<file path="src/hdl/thresholds_pkg.sv">
// package: register map, reset values and widths of the threshold register bank
package thresholds_pkg;
  // register indices as printed; byte address is four times the index
  localparam logic [7:0] idx_path_change_sensitivity_a = 8'h13;
  localparam logic [7:0] idx_doubletalk_threshold_low_a = 8'h14;
  localparam logic [7:0] idx_doubletalk_threshold_high_a = 8'h15;
  localparam logic [7:0] idx_doubletalk_threshold_low_b = 8'h34;
  localparam logic [7:0] idx_path_change_sensitivity_b = 8'h33;
  localparam logic [7:0] idx_doubletalk_threshold_high_b = 8'h35;
  localparam logic [7:0] idx_detector_status = 8'h36;
  localparam int addr_width = 10;
  localparam logic [7:0] sensitivity_reset = 8'h41;
  localparam logic [7:0] threshold_low_reset = 8'h00;
  localparam logic [7:0] threshold_high_reset = 8'h48;
  localparam logic [15:0] threshold_max = 16'h7fff;
  localparam logic [1:0] resp_okay = 2'b00;
  localparam logic [1:0] resp_slverr = 2'b10;
  // status word fields
  localparam int stat_path_change_a = 0;
  localparam int stat_doubletalk_a = 1;
  localparam int stat_path_change_b = 2;
  localparam int stat_doubletalk_b = 3;
endpackage

</file>
<file path="src/hdl/canceller_settings_if.sv">
// interface: one canceller's settings and detector decisions
`timescale 1ns/1ps
interface canceller_settings_if;
  logic [7:0] path_change_sensitivity;
  logic [15:0] doubletalk_threshold;
  logic signed [15:0] erle_excursion;
  logic signed [15:0] echo_level;
  logic path_change;
  logic doubletalk;
  modport bank (output path_change_sensitivity, output doubletalk_threshold,
    output erle_excursion, output echo_level, input path_change, input doubletalk);
  modport detector (input path_change_sensitivity, input doubletalk_threshold,
    input erle_excursion, input echo_level, output path_change, output doubletalk);
endinterface

</file>
<file path="src/hdl/echo_path_doubletalk_thresholds.sv">
// module: per-group threshold register bank with axi4-lite slave and detectors
`timescale 1ns/1ps
// What this block does
// - each canceller has its own 8-bit read/write sensitivity, reset 41 hex
// - sensitivity is the negative erle margin used by the path change detector
// - larger sensitivity needs larger negative erle excursion to declare change
// - double-talk threshold per canceller, 16-bit two's complement in two bytes
// - threshold is the high-level double-talk detection threshold
// - threshold resets to 4800 hex, high 48 and low 00
// - largest valid threshold 7fff; larger positive values are not to be written
module echo_path_doubletalk_thresholds (
  input wire logic aclk,
  input wire logic aresetn,
  input wire logic [thresholds_pkg::addr_width-1:0] s_axi_awaddr,
  input wire logic s_axi_awvalid,
  output logic s_axi_awready,
  input wire logic [31:0] s_axi_wdata,
  input wire logic [3:0] s_axi_wstrb,
  input wire logic s_axi_wvalid,
  output logic s_axi_wready,
  output logic [1:0] s_axi_bresp,
  output logic s_axi_bvalid,
  input wire logic s_axi_bready,
  input wire logic [thresholds_pkg::addr_width-1:0] s_axi_araddr,
  input wire logic s_axi_arvalid,
  output logic s_axi_arready,
  output logic [31:0] s_axi_rdata,
  output logic [1:0] s_axi_rresp,
  output logic s_axi_rvalid,
  input wire logic s_axi_rready,
  input wire logic signed [15:0] erle_excursion_a,
  input wire logic signed [15:0] echo_level_a,
  input wire logic signed [15:0] erle_excursion_b,
  input wire logic signed [15:0] echo_level_b,
  output logic path_change_a,
  output logic doubletalk_a,
  output logic path_change_b,
  output logic doubletalk_b
);
  // ------------------------------------------------------------
  // register storage, index 0 is canceller a, 1 is canceller b
  // ------------------------------------------------------------
  logic [7:0] sens_reg [2];
  logic [7:0] dt_low_reg [2];
  logic [7:0] dt_high_reg [2];
  logic [1:0] path_change_v;
  logic [1:0] doubletalk_v;

  // ------------------------------------------------------------
  // write channel
  // ------------------------------------------------------------
  logic [thresholds_pkg::addr_width-1:0] awaddr_reg;
  logic aw_held_reg;
  logic [31:0] wdata_reg;
  logic [3:0] wstrb_reg;
  logic w_held_reg;
  logic awready_reg;
  logic wready_reg;
  logic bvalid_reg;
  logic [1:0] bresp_reg;
  logic aw_take;
  logic w_take;
  logic wr_go;
  logic [7:0] wr_idx;
  logic wr_aligned;
  logic wr_lane0;
  logic wr_hit_sens_a;
  logic wr_hit_sens_b;
  logic wr_hit_low_a;
  logic wr_hit_low_b;
  logic wr_hit_high_a;
  logic wr_hit_high_b;
  logic wr_mapped;
  logic [7:0] wr_byte;

  assign aw_take = s_axi_awvalid && awready_reg;
  assign w_take = s_axi_wvalid && wready_reg;
  // address and data may arrive in either order; both are held until the response
  assign wr_go = aw_held_reg && w_held_reg && !bvalid_reg;
  assign wr_idx = awaddr_reg[9:2];
  assign wr_aligned = awaddr_reg[1:0] == 2'b00;
  assign wr_lane0 = wstrb_reg[0];
  assign wr_byte = wdata_reg[7:0];
  assign wr_hit_sens_a = wr_aligned && wr_idx == thresholds_pkg::idx_path_change_sensitivity_a;
  assign wr_hit_sens_b = wr_aligned && wr_idx == thresholds_pkg::idx_path_change_sensitivity_b;
  assign wr_hit_low_a = wr_aligned && wr_idx == thresholds_pkg::idx_doubletalk_threshold_low_a;
  assign wr_hit_low_b = wr_aligned && wr_idx == thresholds_pkg::idx_doubletalk_threshold_low_b;
  assign wr_hit_high_a = wr_aligned && wr_idx == thresholds_pkg::idx_doubletalk_threshold_high_a;
  assign wr_hit_high_b = wr_aligned && wr_idx == thresholds_pkg::idx_doubletalk_threshold_high_b;
  // the status word is read only, so a write to it is refused
  assign wr_mapped = wr_hit_sens_a || wr_hit_sens_b || wr_hit_low_a || wr_hit_low_b
    || wr_hit_high_a || wr_hit_high_b;

  always_ff @(posedge aclk) begin
    if (!aresetn) begin
      awaddr_reg <= '0;
      aw_held_reg <= 1'b0;
      awready_reg <= 1'b0;
    end else if (aw_take) begin
      awaddr_reg <= s_axi_awaddr;
      aw_held_reg <= 1'b1;
      awready_reg <= 1'b0;
    end else if (wr_go) begin
      aw_held_reg <= 1'b0;
    end else begin
      awready_reg <= !aw_held_reg && !bvalid_reg;
    end
  end

  always_ff @(posedge aclk) begin
    if (!aresetn) begin
      wdata_reg <= '0;
      wstrb_reg <= '0;
      w_held_reg <= 1'b0;
      wready_reg <= 1'b0;
    end else if (w_take) begin
      wdata_reg <= s_axi_wdata;
      wstrb_reg <= s_axi_wstrb;
      w_held_reg <= 1'b1;
      wready_reg <= 1'b0;
    end else if (wr_go) begin
      w_held_reg <= 1'b0;
    end else begin
      wready_reg <= !w_held_reg && !bvalid_reg;
    end
  end

  always_ff @(posedge aclk) begin
    if (!aresetn) begin
      bvalid_reg <= 1'b0;
      bresp_reg <= thresholds_pkg::resp_okay;
    end else if (wr_go) begin
      bvalid_reg <= 1'b1;
      bresp_reg <= wr_mapped ? thresholds_pkg::resp_okay : thresholds_pkg::resp_slverr;
    end else if (s_axi_bready) begin
      bvalid_reg <= 1'b0;
    end
  end

  // ------------------------------------------------------------
  // setting registers, one generate arm per canceller
  // ------------------------------------------------------------
  logic [1:0] we_sens;
  logic [1:0] we_low;
  logic [1:0] we_high;
  assign we_sens = {wr_hit_sens_b, wr_hit_sens_a} & {2{wr_go && wr_lane0}};
  assign we_low = {wr_hit_low_b, wr_hit_low_a} & {2{wr_go && wr_lane0}};
  assign we_high = {wr_hit_high_b, wr_hit_high_a} & {2{wr_go && wr_lane0}};

  genvar c;
  generate
    for (c = 0; c < 2; c++) begin : g_canc
      canceller_settings_if cs ();
      always_ff @(posedge aclk) begin
        if (!aresetn) begin
          sens_reg[c] <= thresholds_pkg::sensitivity_reset;
          dt_low_reg[c] <= thresholds_pkg::threshold_low_reset;
          dt_high_reg[c] <= thresholds_pkg::threshold_high_reset;
        end else begin
          if (we_sens[c]) begin
            sens_reg[c] <= wr_byte;
          end
          // each byte only on its own address, the other byte is untouched
          if (we_low[c]) begin
            dt_low_reg[c] <= wr_byte;
          end
          if (we_high[c]) begin
            dt_high_reg[c] <= wr_byte;
          end
        end
      end
      assign cs.path_change_sensitivity = sens_reg[c];
      // stored as written; values above the maximum are the writer's fault
      assign cs.doubletalk_threshold = {dt_high_reg[c], dt_low_reg[c]};
      assign cs.erle_excursion = (c == 0) ? erle_excursion_a : erle_excursion_b;
      assign cs.echo_level = (c == 0) ? echo_level_a : echo_level_b;
      assign path_change_v[c] = cs.path_change;
      assign doubletalk_v[c] = cs.doubletalk;
      threshold_detector u_det (
        .aclk(aclk),
        .aresetn(aresetn),
        .s(cs.detector)
      );
    end
  endgenerate

  // ------------------------------------------------------------
  // read channel
  // ------------------------------------------------------------
  logic arready_reg;
  logic rvalid_reg;
  logic [31:0] rdata_reg;
  logic [1:0] rresp_reg;
  logic ar_take;
  logic [7:0] rd_idx;
  logic rd_aligned;
  logic [3:0] status_word;
  logic [31:0] rd_word;
  logic rd_mapped;

  assign ar_take = s_axi_arvalid && arready_reg;
  assign rd_idx = s_axi_araddr[9:2];
  assign rd_aligned = s_axi_araddr[1:0] == 2'b00;
  assign status_word = {doubletalk_v[1], path_change_v[1], doubletalk_v[0], path_change_v[0]};
  assign rd_mapped = rd_aligned && (rd_idx == thresholds_pkg::idx_path_change_sensitivity_a
    || rd_idx == thresholds_pkg::idx_path_change_sensitivity_b
    || rd_idx == thresholds_pkg::idx_doubletalk_threshold_low_a
    || rd_idx == thresholds_pkg::idx_doubletalk_threshold_low_b
    || rd_idx == thresholds_pkg::idx_doubletalk_threshold_high_a
    || rd_idx == thresholds_pkg::idx_doubletalk_threshold_high_b
    || rd_idx == thresholds_pkg::idx_detector_status);

  always_comb begin
    rd_word = 32'h0000_0000;
    if (rd_aligned) begin
      unique case (rd_idx)
        thresholds_pkg::idx_path_change_sensitivity_a: rd_word[7:0] = sens_reg[0];
        thresholds_pkg::idx_path_change_sensitivity_b: rd_word[7:0] = sens_reg[1];
        thresholds_pkg::idx_doubletalk_threshold_low_a: rd_word[7:0] = dt_low_reg[0];
        thresholds_pkg::idx_doubletalk_threshold_low_b: rd_word[7:0] = dt_low_reg[1];
        thresholds_pkg::idx_doubletalk_threshold_high_a: rd_word[7:0] = dt_high_reg[0];
        thresholds_pkg::idx_doubletalk_threshold_high_b: rd_word[7:0] = dt_high_reg[1];
        thresholds_pkg::idx_detector_status: rd_word[3:0] = status_word;
        default: rd_word = 32'h0000_0000;
      endcase
    end
  end

  always_ff @(posedge aclk) begin
    if (!aresetn) begin
      arready_reg <= 1'b0;
      rvalid_reg <= 1'b0;
      rdata_reg <= '0;
      rresp_reg <= thresholds_pkg::resp_okay;
    end else if (ar_take) begin
      arready_reg <= 1'b0;
      rvalid_reg <= 1'b1;
      rdata_reg <= rd_word;
      rresp_reg <= rd_mapped ? thresholds_pkg::resp_okay : thresholds_pkg::resp_slverr;
    end else if (rvalid_reg) begin
      rvalid_reg <= !s_axi_rready;
    end else begin
      arready_reg <= 1'b1;
    end
  end

  // ------------------------------------------------------------
  // detector outputs, registered again so every output is a flop
  // ------------------------------------------------------------
  logic [3:0] flags_reg;
  always_ff @(posedge aclk) begin
    if (!aresetn) begin
      flags_reg <= 4'h0;
    end else begin
      flags_reg <= status_word;
    end
  end

  assign s_axi_awready = awready_reg;
  assign s_axi_wready = wready_reg;
  assign s_axi_bvalid = bvalid_reg;
  assign s_axi_bresp = bresp_reg;
  assign s_axi_arready = arready_reg;
  assign s_axi_rvalid = rvalid_reg;
  assign s_axi_rdata = rdata_reg;
  assign s_axi_rresp = rresp_reg;
  assign path_change_a = flags_reg[thresholds_pkg::stat_path_change_a];
  assign doubletalk_a = flags_reg[thresholds_pkg::stat_doubletalk_a];
  assign path_change_b = flags_reg[thresholds_pkg::stat_path_change_b];
  assign doubletalk_b = flags_reg[thresholds_pkg::stat_doubletalk_b];
endmodule

</file>
<file path="src/hdl/threshold_detector.sv">
// module: path change and double-talk decisions for one canceller
`timescale 1ns/1ps
module threshold_detector (
  input wire logic aclk,
  input wire logic aresetn,
  canceller_settings_if.detector s
);
  logic signed [15:0] neg_margin;
  logic path_hit;
  logic dt_hit;
  logic path_change_reg;
  logic doubletalk_reg;
  // larger sensitivity means a deeper negative excursion is needed
  assign neg_margin = -$signed({8'h00, s.path_change_sensitivity});
  assign path_hit = s.erle_excursion < neg_margin;
  // the threshold is the current high:low concatenation
  assign dt_hit = s.echo_level > $signed(s.doubletalk_threshold);
  always_ff @(posedge aclk) begin
    if (!aresetn) begin
      path_change_reg <= 1'b0;
      doubletalk_reg <= 1'b0;
    end else begin
      path_change_reg <= path_hit;
      doubletalk_reg <= dt_hit;
    end
  end
  assign s.path_change = path_change_reg;
  assign s.doubletalk = doubletalk_reg;
endmodule

</file>
<file path="config.mk">
export PLATFORM = sky130hd
export DESIGN_NAME = echo_path_doubletalk_thresholds
export DESIGN_NICKNAME = d
export VERILOG_FILES = /design/src/hdl/thresholds_pkg.sv /design/src/hdl/canceller_settings_if.sv /design/src/hdl/echo_path_doubletalk_thresholds.sv /design/src/hdl/threshold_detector.sv
export SDC_FILE = /design/constraint.sdc
export NUM_CORES = 1
export LEC_CHECK = 0
export BUFFER_PORTS_ARGS = -buffer_cell sky130_fd_sc_hd__buf_2
export CAP_MARGIN = 5
export CORE_ASPECT_RATIO = 2
export CORE_MARGIN = 2
export CORE_UTILIZATION = 41
export DETAILED_ROUTE_END_ITERATION = 7
export GPL_TIMING_DRIVEN = 0
export PLACE_DENSITY = 0.64
export REMOVE_ABC_BUFFERS = 1
export SYNTH_ARGS = -nofsm -noshare
export SYNTH_HDL_FRONTEND = slang
export SYNTH_SLANG_ARGS = --single-unit
export TNS_END_PERCENT = 30
</file>
<file path="constraint.sdc">
create_clock -name aclk -period 3.7 [get_ports aclk]
set_input_delay 0.185 -clock aclk [delete_from_list [all_inputs] [get_ports aclk]]
set_output_delay 0.185 -clock aclk [all_outputs]
set_load 0.01 [all_outputs]
</file>
==> results.sh <==
export IMPL_cts_tree="yes"
export IMPL_numCtsBuffers=9
export IMPL_wl_um=15100
export IMPL_io_buffers=118
export IMPL_startpoint_type="register"
export IMPL_coreArea_um2=14700
export IMPL_final_cell_area_um2=7020
export IMPL_slew_headroom_pct=23.6
export IMPL_path_max_fanout=7
export IMPL_powerDensity_nw_per_um2=335
export IMPL_place_inst=934
export IMPL_cp_end_kind="register"
export IMPL_cts_resized=0
export IMPL_max_freq_mhz=323
export IMPL_synth_ff_type="edfxtp_1"
export IMPL_ys_warn_count=0
export IMPL_diodes=0
export IMPL_irDropWorstVdd_uv=225
export IMPL_slowest_stage="edfxtp_1"
export IMPL_grt_pass1_vias=4760
export IMPL_drv_cap=0
export IMPL_ff2ff_setup_slack_ps=610
export IMPL_htreeDepth=3
export IMPL_cts_hold_buffers=0
export IMPL_post_dp_hpwl_um=12000
export IMPL_holdPathStages=3
export IMPL_worst_setup_path_type="reg2reg"
export IMPL_met2_usage_pct=35.1
export IMPL_syn_inst=640
export IMPL_worst_slew_pin_slew_ps=1130
export IMPL_synth_fa_ha_area_share_pct=13.6
export IMPL_clockPowerShare_pct=38.8
export IMPL_cts_setup_buffers=0
export IMPL_cp_required_ps=3920
export IMPL_combPwrFrac_pct=12.3
export IMPL_hold_viol=0
export IMPL_grt_pass1_wl_um=23600
export IMPL_yosysUniqueCellTypes=64
export IMPL_p_leak_nw=3.13
export IMPL_grt_util_met3_pct=2.90
export IMPL_synth_most_common_cell="nand2_1"
export IMPL_ant_nets=0
export IMPL_path_clk_slew_ps=70
export IMPL_cp_data_arrival_time_ps=3320
export IMPL_slew_viol_final=0
export IMPL_dieArea_um2=15900
export IMPL_vias=4787
export IMPL_placementRows=63
export IMPL_netlist_area_leader_share_pct=23.7
export IMPL_first_iter_violations=182
export IMPL_synth_seq_area_share_pct=38.2
export IMPL_synth_xor_area_share_pct=1.44
export IMPL_synth_compound_area_share_pct=13.6
export IMPL_power_switching_mw=0.639
export IMPL_synth_area_leaders="edfxtp_1 (24%), dfxtp_1 (14%), ha_1 (14%), and2_1 (5.1%), nand2_1 (4.7%)"
export IMPL_skew_ps=8.97
export IMPL_worst_skew_pair_late_latency_ps=350
export IMPL_yosys_register_bits=92
export IMPL_r2r_end="g_canc[1].u_det.s.path_change$_SDFF_PN0_"
export IMPL_p_int_mw=1.71
export IMPL_crit_path_max_incr_delay_ps=530
export IMPL_layout_area_overhead_vs_synth_pct=15.5
export IMPL_period_share_pct=83.6
export IMPL_power_frac_seq_pct=48.9
export IMPL_first_pass_iters=4
export IMPL_synth_top_cells_by_count="nand2_1 (76), ha_1 (66), and2_1 (50)"
export IMPL_rr_worst_depth=10
export IMPL_fin_ws_ps=605
export IMPL_gp_congestion=0.867
export IMPL_cts_root_buf="clkbuf_16"
export IMPL_start_util_pct=41.4
export IMPL_fin_tns_setup_ps=0
export IMPL_grt_ovfl_total=0
export IMPL_remaining_drc_errors=0
export IMPL_viasPerCell=5.04
export IMPL_die_h_um=176
export IMPL_outcome="finished, final reports clean"
export IMPL_grt_setup_unrepaired="no"
export IMPL_r2r_start="sens_reg[1][3]$_SDFFCE_PN0P_"
export IMPL_clk_path_buf_depth=2
export IMPL_antenna_found_initial=0
export IMPL_use_met1_pct=21.7
export IMPL_crit_buf_inv=0
export IMPL_muxShareOfSynthArea_pct=2.39
export IMPL_finalSetupViolCount=0
export IMPL_yosys_area_share_simple_pct=23.3
export IMPL_stdcell_count=950
export IMPL_hold_path_class="in2reg"
export IMPL_crit_family="simple AND/OR/NAND/NOR gates"
export IMPL_async_reset_ff_share_pct=0
export IMPL_grt_max_degree=47
export IMPL_synth_edf_count=48
export IMPL_yosysTopAreaCell="edfxtp_1"
export IMPL_synth_avg_cell_area_um2=9.50
export IMPL_path_cells="or3_1, or3_1, nor3_1, ha_1, ha_1, nand4_1, or2_1, a2111oi_0, nor4_1, mux2i_1"
export IMPL_sw_frac_of_total_pct=27.2
export IMPL_track_usage_pct=18.9
export IMPL_io_pins=172
export IMPL_syn_area_um2=6080
export IMPL_startpoint="sens_reg[1][3]$_SDFFCE_PN0P_"
export IMPL_min_delay_start="s_axi_wstrb[0]"
export IMPL_place_area_um2=6730
export IMPL_holdWs_ps=75.1
export IMPL_wire_per_inst_um=15.9
export IMPL_cts_sinks=92
export IMPL_period_needed_ps=3090
export IMPL_pre_cts_ws_ps=639
export IMPL_drive_gt1_share_pct=20.9
export IMPL_holdPathEnd="wstrb_reg[0]$_SDFFE_PN0P_"
export IMPL_nets=943
export IMPL_chipWidth_um=90.1
export IMPL_synth_top_family_by_area="simple AND/OR/NAND/NOR gates"
export IMPL_globalRoute_busiestLayer="met2"
## layout by cell type, fill, tap and decap left out, drive strengths merged, types with 7 or more instances in the layout
cell and instances:
a21boi 24, a21o 8, a21oi 22, and2 50, buf 118, clkbuf 9, conb 26, dfxtp 44
edfxtp 48, ha 66, inv 54, mux2i 10, nand2 76, nand2b 13, nand3 8, nand4 14
nor2 20, nor2b 11, nor3 8, nor3b 7, nor4 8, o21ai 24, or3 9
## how the worst max path moves through the flow
stage | to | cells past startpoint
2_1_floorplan | g_canc[1].u_det.s.path_change$_SDFF_PN0_ | 10
3_3_place_gp | g_canc[1].u_det.s.path_change$_SDFF_PN0_ | 10
3_5_place_dp | g_canc[1].u_det.s.path_change$_SDFF_PN0_ | 10
4_1_cts | g_canc[1].u_det.s.path_change$_SDFF_PN0_ | 10
5_1_grt | g_canc[1].u_det.s.path_change$_SDFF_PN0_ | 10
6_report | g_canc[1].u_det.s.path_change$_SDFF_PN0_ | 10
## power groups by stage
stage | combinational [mW] | sequential, mW | clock [mW]
detailed placement | 0.287 | 1.17 | 0
CTS | 0.290 | 1.15 | 0.927
floorplan | 0.165 | 1.16 | 0
finish | 0.288 | 1.15 | 0.913
global placement | 0.278 | 1.17 | 0
global route | 0.328 | 1.15 | 0.962
## final cells by class
type	count	area, um2
Fill cell	1465	7640
Multi-Input combinational cell	481	3390
Sequential cell	92	2320
Timing Repair Buffer	118	591
Tap cell	195	244
Clock buffer	9	225
Inverter	48	180
Clock inverter	7	63.8
## metal layers
metal / part of all wire, % / vias to the layer above
met1: 40 / 2213
li1: - / 2444
met5: 0 / -
met2: 53 / 111
met4: 2.5 / 0
met3: 4.1 / 19
## logic make-up (layout without fill, tap and decap cells)
kind of cell | count (synthesis) | after routing
DFF | 92 | 92
AOI/OAI and AO/OA | 121 | 121
other | 1 | 26
xor gates and xnor gates | 10 | 10
muxes | 12 | 12
adders and majority gates | 66 | 66
buffers and inverters | 92 | 182
and+or+nand+nor | 246 | 246
## worst min-delay path, delay by kind of cell
family,cells,cell delay [ps]
compound gates,1,60
buf+inv,1,90
simple gates,1,40
## per-stage QoR
stage                     utilization, %  power (mW)
final                               47.9        2.35
after global routing                47.9        2.44
after CTS                           47.9        2.37
after detailed placement            45.9        1.46
after global placement              45.9        1.45
after floorplan                        -        1.32
(Power assumes the default switching activity.)
